==> src/dpr_pkg.sv <==
package dpr_pkg;

    // Register map of the control pair reached through the frame decoder
    localparam logic [4:0] ADDR_CTRL2 = 5'h02;
    localparam logic [4:0] ADDR_CTRL3 = 5'h03;
    localparam logic [15:0] CTRL_RESET = 16'h0000;

    // Halfbridge, PWM and DAC control fields
    localparam int C2_REC1 = 15;
    localparam int C2_REC2 = 14;
    localparam int C2_REC3 = 13;
    localparam int C2_REC_PD = 9;
    localparam int C2_INT_PWM = 8;
    localparam int C2_OUT1_SEL = 7;
    localparam int C2_OUT2_SEL = 6;
    localparam int C2_OUT3_SEL = 5;
    localparam int C2_PD_SEL = 1;
    localparam int C2_FS = 0;
    localparam logic [15:0] CTRL2_MASK = 16'hE3E3;

    // Recovery, PWM and sense control fields
    localparam int C3_REC4 = 14;
    localparam int C3_REC5 = 13;
    localparam int C3_REC6 = 12;
    localparam int C3_REC7 = 11;
    localparam int C3_OUT4_SEL = 9;
    localparam int C3_OUT5_SEL = 8;
    localparam int C3_OUT6_SEL = 7;
    localparam int C3_OUT7_SEL = 6;
    localparam int C3_REC_FAST = 5;
    localparam int C3_VREC_OFF = 4;
    localparam int C3_IS_LSB = 0;
    localparam logic [15:0] CTRL3_MASK = 16'h7BFF;

    // Sense select codes
    localparam logic [3:0] IS_OUT4 = 4'h7;
    localparam logic [3:0] IS_OUT5 = 4'h8;
    localparam logic [3:0] IS_OUT6 = 4'h9;
    localparam logic [3:0] IS_OUT7 = 4'hA;

    // Highest DAC code whose level stays under the 1.2 V clamp
    localparam logic [5:0] DAC_CLAMP_CODE = 6'h33;

    // Recovery delays, in microseconds, and their cycle counts
    localparam int CLK_MHZ = 25;
    localparam int OCR_SLOW_TIME_US = 1000;
    localparam int OCR_FAST_TIME_US = 100;
    localparam int OCR_SLOW_CYC = OCR_SLOW_TIME_US * CLK_MHZ;
    localparam int OCR_FAST_CYC = OCR_FAST_TIME_US * CLK_MHZ;

    // Channel numbering: 0..6 are outputs 1..7, 7 is the EC pull-down
    localparam int NCH = 8;

    typedef enum logic [2:0] {
        SENSE_OFF  = 3'b000,
        SENSE_OUT4 = 3'b001,
        SENSE_OUT5 = 3'b010,
        SENSE_OUT6 = 3'b011,
        SENSE_OUT7 = 3'b100
    } dpr_sense_t;

endpackage

==> src/dpr_ocr_if.sv <==
`timescale 1ns/100ps
interface dpr_ocr_if #(
    parameter int N = 8
);
    logic clr;
    logic [N-1:0] evt;
    logic [N-1:0] rec_en;
    logic [N-1:0] fast;
    logic [N-1:0] drv_en;
    logic [N-1:0] flag_clr;
    logic [N-1:0] off;
    logic [N-1:0] flag;

    modport ctrl (output clr, evt, rec_en, fast, drv_en, flag_clr,
                  input off, flag);
    modport engine (input clr, evt, rec_en, fast, drv_en, flag_clr,
                    output off, flag);
endinterface

==> src/dpr_ocr_engine.sv <==
`timescale 1ns/100ps
module dpr_ocr_engine
    import dpr_pkg::*;
#(
    parameter int N = 8,
    parameter int CW = 16,
    parameter int SLOW_CYC = OCR_SLOW_CYC,
    parameter int FAST_CYC = OCR_FAST_CYC
) (
    input wire logic core_clk,
    input wire logic reset,
    dpr_ocr_if.engine oc
);

    // Refuse delays that the down-counter cannot hold
    if (SLOW_CYC < 1 || FAST_CYC < 1 || SLOW_CYC > 2**CW ||
        FAST_CYC > 2**CW) begin : g_bad_delay
        $error("Recovery delays do not fit the counter");
    end

    logic [N-1:0][CW-1:0] cnt_r;

    // One shutdown latch, delay counter and sticky flag per channel
    for (genvar i = 0; i < N; i++) begin : g_ch
        always_ff @(posedge core_clk or posedge reset) begin
            if (reset) begin
                oc.off[i] <= 1'b0;
                cnt_r[i] <= '0;
            end else if (oc.clr) begin
                oc.off[i] <= 1'b0;
                cnt_r[i] <= '0;
            end else if (oc.evt[i]) begin
                oc.off[i] <= 1'b1;
                cnt_r[i] <= oc.fast[i] ? CW'(FAST_CYC - 1)
                                       : CW'(SLOW_CYC - 1);
            end else if (oc.off[i] && oc.rec_en[i]) begin
                // Automatic restart once the delay has run out
                if (cnt_r[i] == '0) begin
                    oc.off[i] <= 1'b0;
                end else begin
                    cnt_r[i] <= cnt_r[i] - CW'(1);
                end
            end else if (oc.off[i] && !oc.drv_en[i]) begin
                // Without recovery only a host switch-off rearms it
                oc.off[i] <= 1'b0;
            end
        end

        // Set wins over a host flag clear in the same cycle; the mode clear wins over set
        always_ff @(posedge core_clk or posedge reset) begin
            if (reset) begin
                oc.flag[i] <= 1'b0;
            end else if (oc.clr) begin
                oc.flag[i] <= 1'b0;
            end else if (oc.evt[i]) begin
                oc.flag[i] <= 1'b1;
            end else if (oc.flag_clr[i]) begin
                oc.flag[i] <= 1'b0;
            end
        end
    end
endmodule

==> src/dpr_control.sv <==
`timescale 1ns/100ps
// Contract
// - Overcurrent flags and shuts the output; no recovery keeps it off.
// - With recovery enabled the output restarts after the programmed delay.
// - Any overcurrent also raises the global fault summary.
// - Internal PWM gates lamp outputs only while its enable bit is set.
// - Selected half-bridges conduct only while the first PWM input is high.
// - Outputs 4 and 6 follow second PWM input; 5 and 7 the first.
// - Internal PWM gates only outputs 4 to 6, never output 7.
// - DAC code passes through, clamped near 1.2 V unless full scale set.
// - Recovery frequency bit picks slow (0) or fast (1) restart delay.
// - Output 4 in bulb mode always uses the slow recovery delay.
// - Voltage flags track the supply; with recovery disabled they latch.
// - Sense codes 7, 8, 9, A pick outputs 4 to 7; others disable.
// - Shared pin drives sense only for a valid code; outputs 1-3 never.
// - EC pull-down needs DAC code zero and, if selected, first PWM high.
// - Leaving active mode clears registers and switches all stages off.
module dpr_control
    import dpr_pkg::*;
#(
    parameter int OCR_SLOW_CYCLES = OCR_SLOW_CYC,
    parameter int OCR_FAST_CYCLES = OCR_FAST_CYC,
    parameter int CNT_W = 16
) (
    input wire logic core_clk,
    input wire logic reset,
    input wire logic mode_active,
    input wire logic reg_wr_en,
    input wire logic [4:0] reg_addr,
    input wire logic [15:0] reg_wr_data,
    output logic [15:0] reg_rd_data,
    input wire logic [6:0] drv_en,
    input wire logic hs4_bulb_mode,
    input wire logic ec_pd_req,
    input wire logic [5:0] dac_code,
    input wire logic [2:0] int_pwm,
    input wire logic first_pwm_input,
    input wire logic sense_pin_in,
    output logic sense_pin_out,
    output logic sense_pin_oe_n,
    input wire logic [NCH-1:0] oc_event,
    input wire logic supply_ov_in,
    input wire logic supply_uv_in,
    input wire logic [NCH-1:0] oc_flag_clr,
    input wire logic volt_flag_clr,
    output logic [6:0] driver_output_n,
    output logic ec_pulldown_on,
    output logic [5:0] dac_level,
    output logic [3:0] sense_select_onehot,
    output logic [NCH-1:0] overcurrent_flag,
    output logic supply_overvoltage_flag,
    output logic supply_undervoltage_flag,
    output logic global_fault_summary
);

    if (CNT_W < 2 || CNT_W > 24) begin : g_bad_width
        $error("Counter width out of range");
    end

    localparam int SW = NCH + 4;

    logic [15:0] ctrl2_r;
    logic [15:0] ctrl3_r;
    logic [SW-1:0] sync1_r;
    logic [SW-1:0] sync2_r;
    logic pwma_s;
    logic pin_s;
    logic ov_s;
    logic uv_s;
    logic [NCH-1:0] oc_s;
    logic pwmb_s;
    logic volt_off;
    logic [NCH-1:0] rec_en;
    logic [NCH-1:0] ch_fast;
    logic [6:0] ext_sel;
    logic [6:0] ext_lvl;
    logic [6:0] gate;
    logic [6:0] on_nxt;
    logic pd_nxt;
    logic [3:0] is_code;
    dpr_sense_t sense_nxt;
    logic [3:0] onehot_nxt;

    dpr_ocr_if #(.N(NCH)) ocr ();

    // Pins pass two flops before anything looks at them
    always_ff @(posedge core_clk or posedge reset) begin
        if (reset) begin
            sync1_r <= '0;
            sync2_r <= '0;
        end else begin
            sync1_r <= {first_pwm_input, sense_pin_in, supply_ov_in,
                        supply_uv_in, oc_event};
            sync2_r <= sync1_r;
        end
    end

    assign {pwma_s, pin_s, ov_s, uv_s, oc_s} = sync2_r;
    // The shared pin carries the second PWM only while not sensing
    assign pwmb_s = pin_s && sense_pin_oe_n;

    // Register writes; reserved bits masked off, mode exit wipes all
    always_ff @(posedge core_clk or posedge reset) begin
        if (reset) begin
            ctrl2_r <= CTRL_RESET;
            ctrl3_r <= CTRL_RESET;
        end else if (!mode_active) begin
            ctrl2_r <= CTRL_RESET;
            ctrl3_r <= CTRL_RESET;
        end else if (reg_wr_en) begin
            if (reg_addr == ADDR_CTRL2) begin
                ctrl2_r <= reg_wr_data & CTRL2_MASK;
            end else if (reg_addr == ADDR_CTRL3) begin
                ctrl3_r <= reg_wr_data & CTRL3_MASK;
            end
        end
    end

    // Readback; unmapped offsets read zero
    always_comb begin
        if (reg_addr == ADDR_CTRL2) begin
            reg_rd_data = ctrl2_r;
        end else if (reg_addr == ADDR_CTRL3) begin
            reg_rd_data = ctrl3_r;
        end else begin
            reg_rd_data = '0;
        end
    end

    // Voltage flags: follow the supply, or latch when recovery is off
    always_ff @(posedge core_clk or posedge reset) begin
        if (reset) begin
            supply_overvoltage_flag <= 1'b0;
            supply_undervoltage_flag <= 1'b0;
        end else if (!mode_active) begin
            supply_overvoltage_flag <= 1'b0;
            supply_undervoltage_flag <= 1'b0;
        end else begin
            if (ov_s) begin
                supply_overvoltage_flag <= 1'b1;
            end else if (!ctrl3_r[C3_VREC_OFF] || volt_flag_clr) begin
                supply_overvoltage_flag <= 1'b0;
            end
            if (uv_s) begin
                supply_undervoltage_flag <= 1'b1;
            end else if (!ctrl3_r[C3_VREC_OFF] || volt_flag_clr) begin
                supply_undervoltage_flag <= 1'b0;
            end
        end
    end

    assign volt_off = supply_overvoltage_flag || supply_undervoltage_flag;

    // Recovery enables per channel and the delay choice
    assign rec_en = {ctrl2_r[C2_REC_PD], ctrl3_r[C3_REC7],
                     ctrl3_r[C3_REC6], ctrl3_r[C3_REC5], ctrl3_r[C3_REC4],
                     ctrl2_r[C2_REC3], ctrl2_r[C2_REC2], ctrl2_r[C2_REC1]};

    always_comb begin
        ch_fast = {NCH{ctrl3_r[C3_REC_FAST]}};
        // Bulb mode on output 4 keeps its own slow restart
        if (hs4_bulb_mode) begin
            ch_fast[3] = 1'b0;
        end
    end

    assign ocr.clr = !mode_active;
    assign ocr.evt = oc_s;
    assign ocr.rec_en = rec_en;
    assign ocr.fast = ch_fast;
    assign ocr.drv_en = {ec_pd_req, drv_en};
    assign ocr.flag_clr = oc_flag_clr;

    dpr_ocr_engine #(
        .N(NCH),
        .CW(CNT_W),
        .SLOW_CYC(OCR_SLOW_CYCLES),
        .FAST_CYC(OCR_FAST_CYCLES)
    ) u_ocr (
        .core_clk(core_clk),
        .reset(reset),
        .oc(ocr.engine)
    );

    assign overcurrent_flag = ocr.flag;
    // Any latched fault shows in the summary
    assign global_fault_summary = (|ocr.flag) || volt_off;

    // External PWM select and level per output
    assign ext_sel = {ctrl3_r[C3_OUT7_SEL], ctrl3_r[C3_OUT6_SEL],
                      ctrl3_r[C3_OUT5_SEL], ctrl3_r[C3_OUT4_SEL],
                      ctrl2_r[C2_OUT3_SEL], ctrl2_r[C2_OUT2_SEL],
                      ctrl2_r[C2_OUT1_SEL]};
    assign ext_lvl = {pwma_s, pwmb_s, pwma_s, pwmb_s,
                      pwma_s, pwma_s, pwma_s};

    // PWM gating; the internal unit reaches outputs 4 to 6 only
    always_comb begin
        for (int k = 0; k < 7; k++) begin
            gate[k] = !ext_sel[k] || ext_lvl[k];
        end
        if (ctrl2_r[C2_INT_PWM]) begin
            gate[3] = gate[3] && int_pwm[0];
            gate[4] = gate[4] && int_pwm[1];
            gate[5] = gate[5] && int_pwm[2];
        end
    end

    assign on_nxt = mode_active && !volt_off ?
                    (drv_en & gate & ~ocr.off[6:0]) : 7'h00;
    assign pd_nxt = mode_active && !volt_off && ec_pd_req &&
                    (dac_code == 6'h00) && !ocr.off[7] &&
                    (!ctrl2_r[C2_PD_SEL] || pwma_s);

    // Driver stages and DAC level come from flops
    always_ff @(posedge core_clk or posedge reset) begin
        if (reset) begin
            driver_output_n <= 7'h00;
            ec_pulldown_on <= 1'b0;
            dac_level <= 6'h00;
        end else begin
            driver_output_n <= on_nxt;
            ec_pulldown_on <= pd_nxt;
            if (!mode_active) begin
                dac_level <= 6'h00;
            end else if (!ctrl2_r[C2_FS] && dac_code > DAC_CLAMP_CODE) begin
                dac_level <= DAC_CLAMP_CODE;
            end else begin
                dac_level <= dac_code;
            end
        end
    end

    // Sense selection decode
    assign is_code = ctrl3_r[C3_IS_LSB +: 4];
    always_comb begin
        case (is_code)
            IS_OUT4: sense_nxt = SENSE_OUT4;
            IS_OUT5: sense_nxt = SENSE_OUT5;
            IS_OUT6: sense_nxt = SENSE_OUT6;
            IS_OUT7: sense_nxt = SENSE_OUT7;
            default: sense_nxt = SENSE_OFF;
        endcase
        case (sense_nxt)
            SENSE_OUT4: onehot_nxt = 4'h1;
            SENSE_OUT5: onehot_nxt = 4'h2;
            SENSE_OUT6: onehot_nxt = 4'h4;
            SENSE_OUT7: onehot_nxt = 4'h8;
            default: onehot_nxt = 4'h0;
        endcase
    end

    // Pin drives only for a valid code; it mirrors the chosen output
    always_ff @(posedge core_clk or posedge reset) begin
        if (reset) begin
            sense_select_onehot <= 4'h0;
            sense_pin_oe_n <= 1'b1;
            sense_pin_out <= 1'b0;
        end else begin
            sense_select_onehot <= onehot_nxt;
            sense_pin_oe_n <= (sense_nxt == SENSE_OFF);
            sense_pin_out <= |(onehot_nxt & on_nxt[6:3]);
        end
    end
endmodule

==> config.mk <==
export PLATFORM = sky130hd
export DESIGN_NAME = dpr_control
export DESIGN_NICKNAME = d
export VERILOG_FILES = /design/src/dpr_pkg.sv /design/src/dpr_ocr_if.sv /design/src/dpr_ocr_engine.sv /design/src/dpr_control.sv
export SDC_FILE = /design/constraint.sdc
export NUM_CORES = 1
export LEC_CHECK = 0
export BUFFER_PORTS_ARGS = -buffer_cell sky130_fd_sc_hd__buf_4
export CAP_MARGIN = 25
export CORE_ASPECT_RATIO = 0.75
export CORE_MARGIN = 2
export CORE_UTILIZATION = 64
export CTS_CLUSTER_SIZE = 30
export DETAILED_ROUTE_END_ITERATION = 6
export GPL_TIMING_DRIVEN = 0
export PLACE_DENSITY = 0.85
export SYNTH_ARGS = -nofsm -noshare
export SYNTH_HDL_FRONTEND = slang
export SYNTH_SLANG_ARGS = --single-unit
==> constraint.sdc <==
create_clock -name core_clk -period 23.7 [get_ports core_clk]
set_clock_uncertainty 0.15 [all_clocks]
set_input_delay 4.74 -clock core_clk [delete_from_list [all_inputs] [get_ports core_clk]]
set_output_delay 4.74 -clock core_clk [all_outputs]
set_load 0.01 [all_outputs]
==> flow_summary_export.csv <==
group,metric,value,unit
setup_path,path_depth,5,
setup_path,cp_slowest_cell,"buf_1",
floorplanning,core_region_area,0.01750,mm^2
setup_path,critical-path-top-delay-family,"buffers and inverters",
timing,whs,0.1934,ns
logic_synthesis,ys_seq_elements,214,
clocking,path_clk_slew,0.06,ns
finish,seqCellArea,0.005356,mm^2
setup_path,crit_fanout,10,
timing,timing.fmax,88.21,MHz
floorplanning,fp.dieArea,0.01878,mm^2
setup_path,required,18.81,ns
setup_path,crit_end,"reg_rd_data[14]",
finish,multi_input_area,0.005577,mm^2
floorplanning,die_w,157.6,um
clocking,htree_num_levels,1,
logic_synthesis,synth_edf_count,0,
logic_synthesis,avgSynthCellArea,9.492,um^2
run,max_cap_viol_count,0,
hold_path,holdCritPathClass,"flip-flop to flip-flop",
finish,area.growth.synth_to_final,16.33,%
clocking,cts_inserted_buffers,22,
timing,grt_setup_unrepaired,"false",
finish,layout_common_cells,"dfrtp_1 (213), buf_4 (109), nand2_1 (97)",
setup_path,worstSetupStartpoint,"reg_addr[0]",
grt,grt_pass1_vias,10040,
logic_synthesis,yosys.area.top_type,"dfrtp_1",
detailed_routing,first_pass_iters,5,
detailed_routing,routed-via-count,10640,
place,dp_hpwl,22.83,mm
setup_path,r2r_start,"u_ocr.cnt_r[4]",
timing,tightest_slew,1.088,ns
timing,slew_violations,0,
setup_path,end_kind,"primary output",
clocking,cts_tree,"yes",
timing,setup_tns,0,ns
logic_synthesis,async_flop_share,1.000,
place,routabilityCongestion,1.006,
clocking,root_buffer,"clkbuf_16",
logic_synthesis,netlist.area_leader.share,0.4707,
timing,period_share,0.4784,
setup_path,cp_num_buf_inv,3,
setup_path,ff2ff_setup_slack,20.78,ns
floorplanning,num_rows,42,
grt,overflow,0,
logic_synthesis,yosysUniqueCellTypes,72,
finish,nets,1406,
setup_path,regToRegEndpoint,"u_ocr.cnt_r[2]",
setup_path,reg2regPathDepth,6,
place,dp.cells,1544,
finish,diodes,0,
clocking,clk_latency,0.53,ns
detailed_routing,ant_nets,0,
clocking,cts_setup_buffers,0,
timing,min_period,11.34,ns
clocking,cts_hold_repair.buffers,0,
power,peakVddDrop,0.06621,mV
setup_path,worstSetupPathType,"primary input to primary output",
timing,hold_viol,0,
logic_synthesis,seq_area_frac_synth,0.4730,
power,power.density,63.27,mW/mm^2
grt,grt_pass1_wl,52.38,mm
logic_synthesis,synth-main-ff-cell,"dfrtp_1",
detailed_routing,wire_per_inst,20.59,um
finish,fill_cells,1232,
power,leakage,5.621,nW
timing,setup_viol,0,
logic_synthesis,syn_inst,1193,
grt,grt_start_max_net_pins,114,
run_status,status,"completed",
floorplanning,die_h,119.2,um
logic_synthesis,synth_area_leaders,"dfrtp_1 (47%), or4_1 (4.0%), a21oi_1 (3.2%)",
finish,layout_commonest_cell,"dfrtp_1",
setup_path,path_cells,"clkbuf_1 > buf_1 > mux2i_1 > nor2_1 > buf_4",
clocking,clockBufferDepth,3,
timing,slew_headroom,0.2679,
detailed_routing,wirelength,32.54,mm
clocking,cts_sinks,214,
clocking,cts.repair.resized,0,
finish,drive_gt1_frac,0.1487,
grt,grt_use_total,0.3541,
finish,stdcell_count,1580,
detailed_routing,viasPerCell,6.731,
setup_path,cp_data_arrival_time,6.45,ns
grt,antenna_found_initial,1,
logic_synthesis,synth_fp_nets,1273,
place,portBuffers,107,
logic_synthesis,yosys_warnings,0,
floorplanning,pin_count,111,
setup_path,slowest_delay,0.60,ns
floorplanning,initial_core_util,0.6471,
detailed_routing,drt_iter0_drc,1163,
detailed_routing,drc,0,
setup_path,start_kind,"primary input",
logic_synthesis,netlist_area,0.01132,mm^2
==> per-layer routing <==
layer / vias up / routed length (um) / track usage
li1: 4821 / - / -
met4: 2 / 971 / 0.1125
met2: 524 / 14580 / 0.5273
met1: 5212 / 13760 / 0.5146
met3: 76 / 3207 / 0.08588
met5: - / 16 / 0
==> cells in the mapped netlist, types with 32 or more instances <==
| library cell | instances |
|---|---|
| o31ai_1 | 40 |
| nor4_1 | 32 |
| inv_1 | 45 |
| nand2_1 | 97 |
| dfrtp_1 | 213 |
| nor2_1 | 80 |
| a21oi_1 | 73 |
| or3_1 | 47 |
| a31oi_1 | 58 |
| clkbuf_1 | 48 |
| or4_1 | 61 |
| o21ai_0 | 46 |
==> worst min-delay path by stage <==
stage                 from          end  slack (ns)  cells after the start
2_1_floorplan   sync1_r[0]   sync2_r[0]        0.18                      0
3_3_place_gp    sync1_r[0]   sync2_r[0]        0.18                      0
3_5_place_dp    sync1_r[6]   sync2_r[6]        0.19                      0
4_1_cts        sync1_r[11]  sync2_r[11]        0.20                      0
5_1_grt         sync1_r[2]   sync2_r[2]        0.20                      0
6_report       sync1_r[11]  sync2_r[11]        0.19                      0
==> through the flow <==
step | utilization | setup WS (ns) | total power, W | cell area [um^2]
after floorplan | - | 12.86 | 0.0004584 | 11320
after global placement | 0.7103 | 10.63 | 0.0004926 | 12430
after detailed placement | 0.7131 | 12.47 | 0.0004967 | 12480
after CTS | 0.7528 | 12.45 | 0.0008323 | 13170
after global routing | 0.7528 | 12.33 | 0.0008643 | 13170
final | 0.7528 | 12.36 | 0.0008334 | 13170
==> power breakdown <==
group	total (W)	switching, W	internal [W]	leakage (nW)
combinational	0.0000974	0.0000607	0.0000367	2.48
clock	0.000340	0.000144	0.000197	0.342
sequential	0.000396	0.0000157	0.000380	2.80
total	0.000833	0.000220	0.000613	5.62
==> cell families (layout without fill, tap and decap cells) <==
family / after synthesis / count (layout) / synth area share
and+or+nand+nor: 536 / 536 / 0.2785
AOI/OAI and AO/OA: 292 / 292 / 0.1682
DFF: 214 / 214 / 0.4730
buffers and inverters: 103 / 248 / 0.03503
muxes: 28 / 28 / 0.02497
adders and majority gates: 16 / 16 / 0.01768
xor gates and xnor gates: 3 / 3 / 0.002321
other: 1 / 1 / 0.0003312
==> cell type report <==
class | count | area share
clock inverters | 4 | 0.004274
plain buffers | 57 | 0.01700
flip-flops and latches | 214 | 0.4066
well taps | 242 | 0.02299
repair buffers | 109 | 0.06364
inverters | 46 | 0.01368
multi-input cells | 876 | 0.4233
clock buffers | 32 | 0.04844
==> sequential cells by signal, summed over array words and instances (netlist names) <==
register / cells
ctrl3_r: 14
dac_level: 6
supply_overvoltage_flag: 1
sense_pin_out: 1
sense_pin_oe_n: 1
supply_undervoltage_flag: 1
sense_select_onehot: 4
u_ocr.cnt_r: 128
u_ocr.oc.flag: 8
u_ocr.oc.off: 8
driver_output_n: 7
sync1_r: 12
ec_pulldown_on: 1
ctrl2_r: 10
sync2_r: 12
No activity file was read; power rests on OpenSTA's default activity.
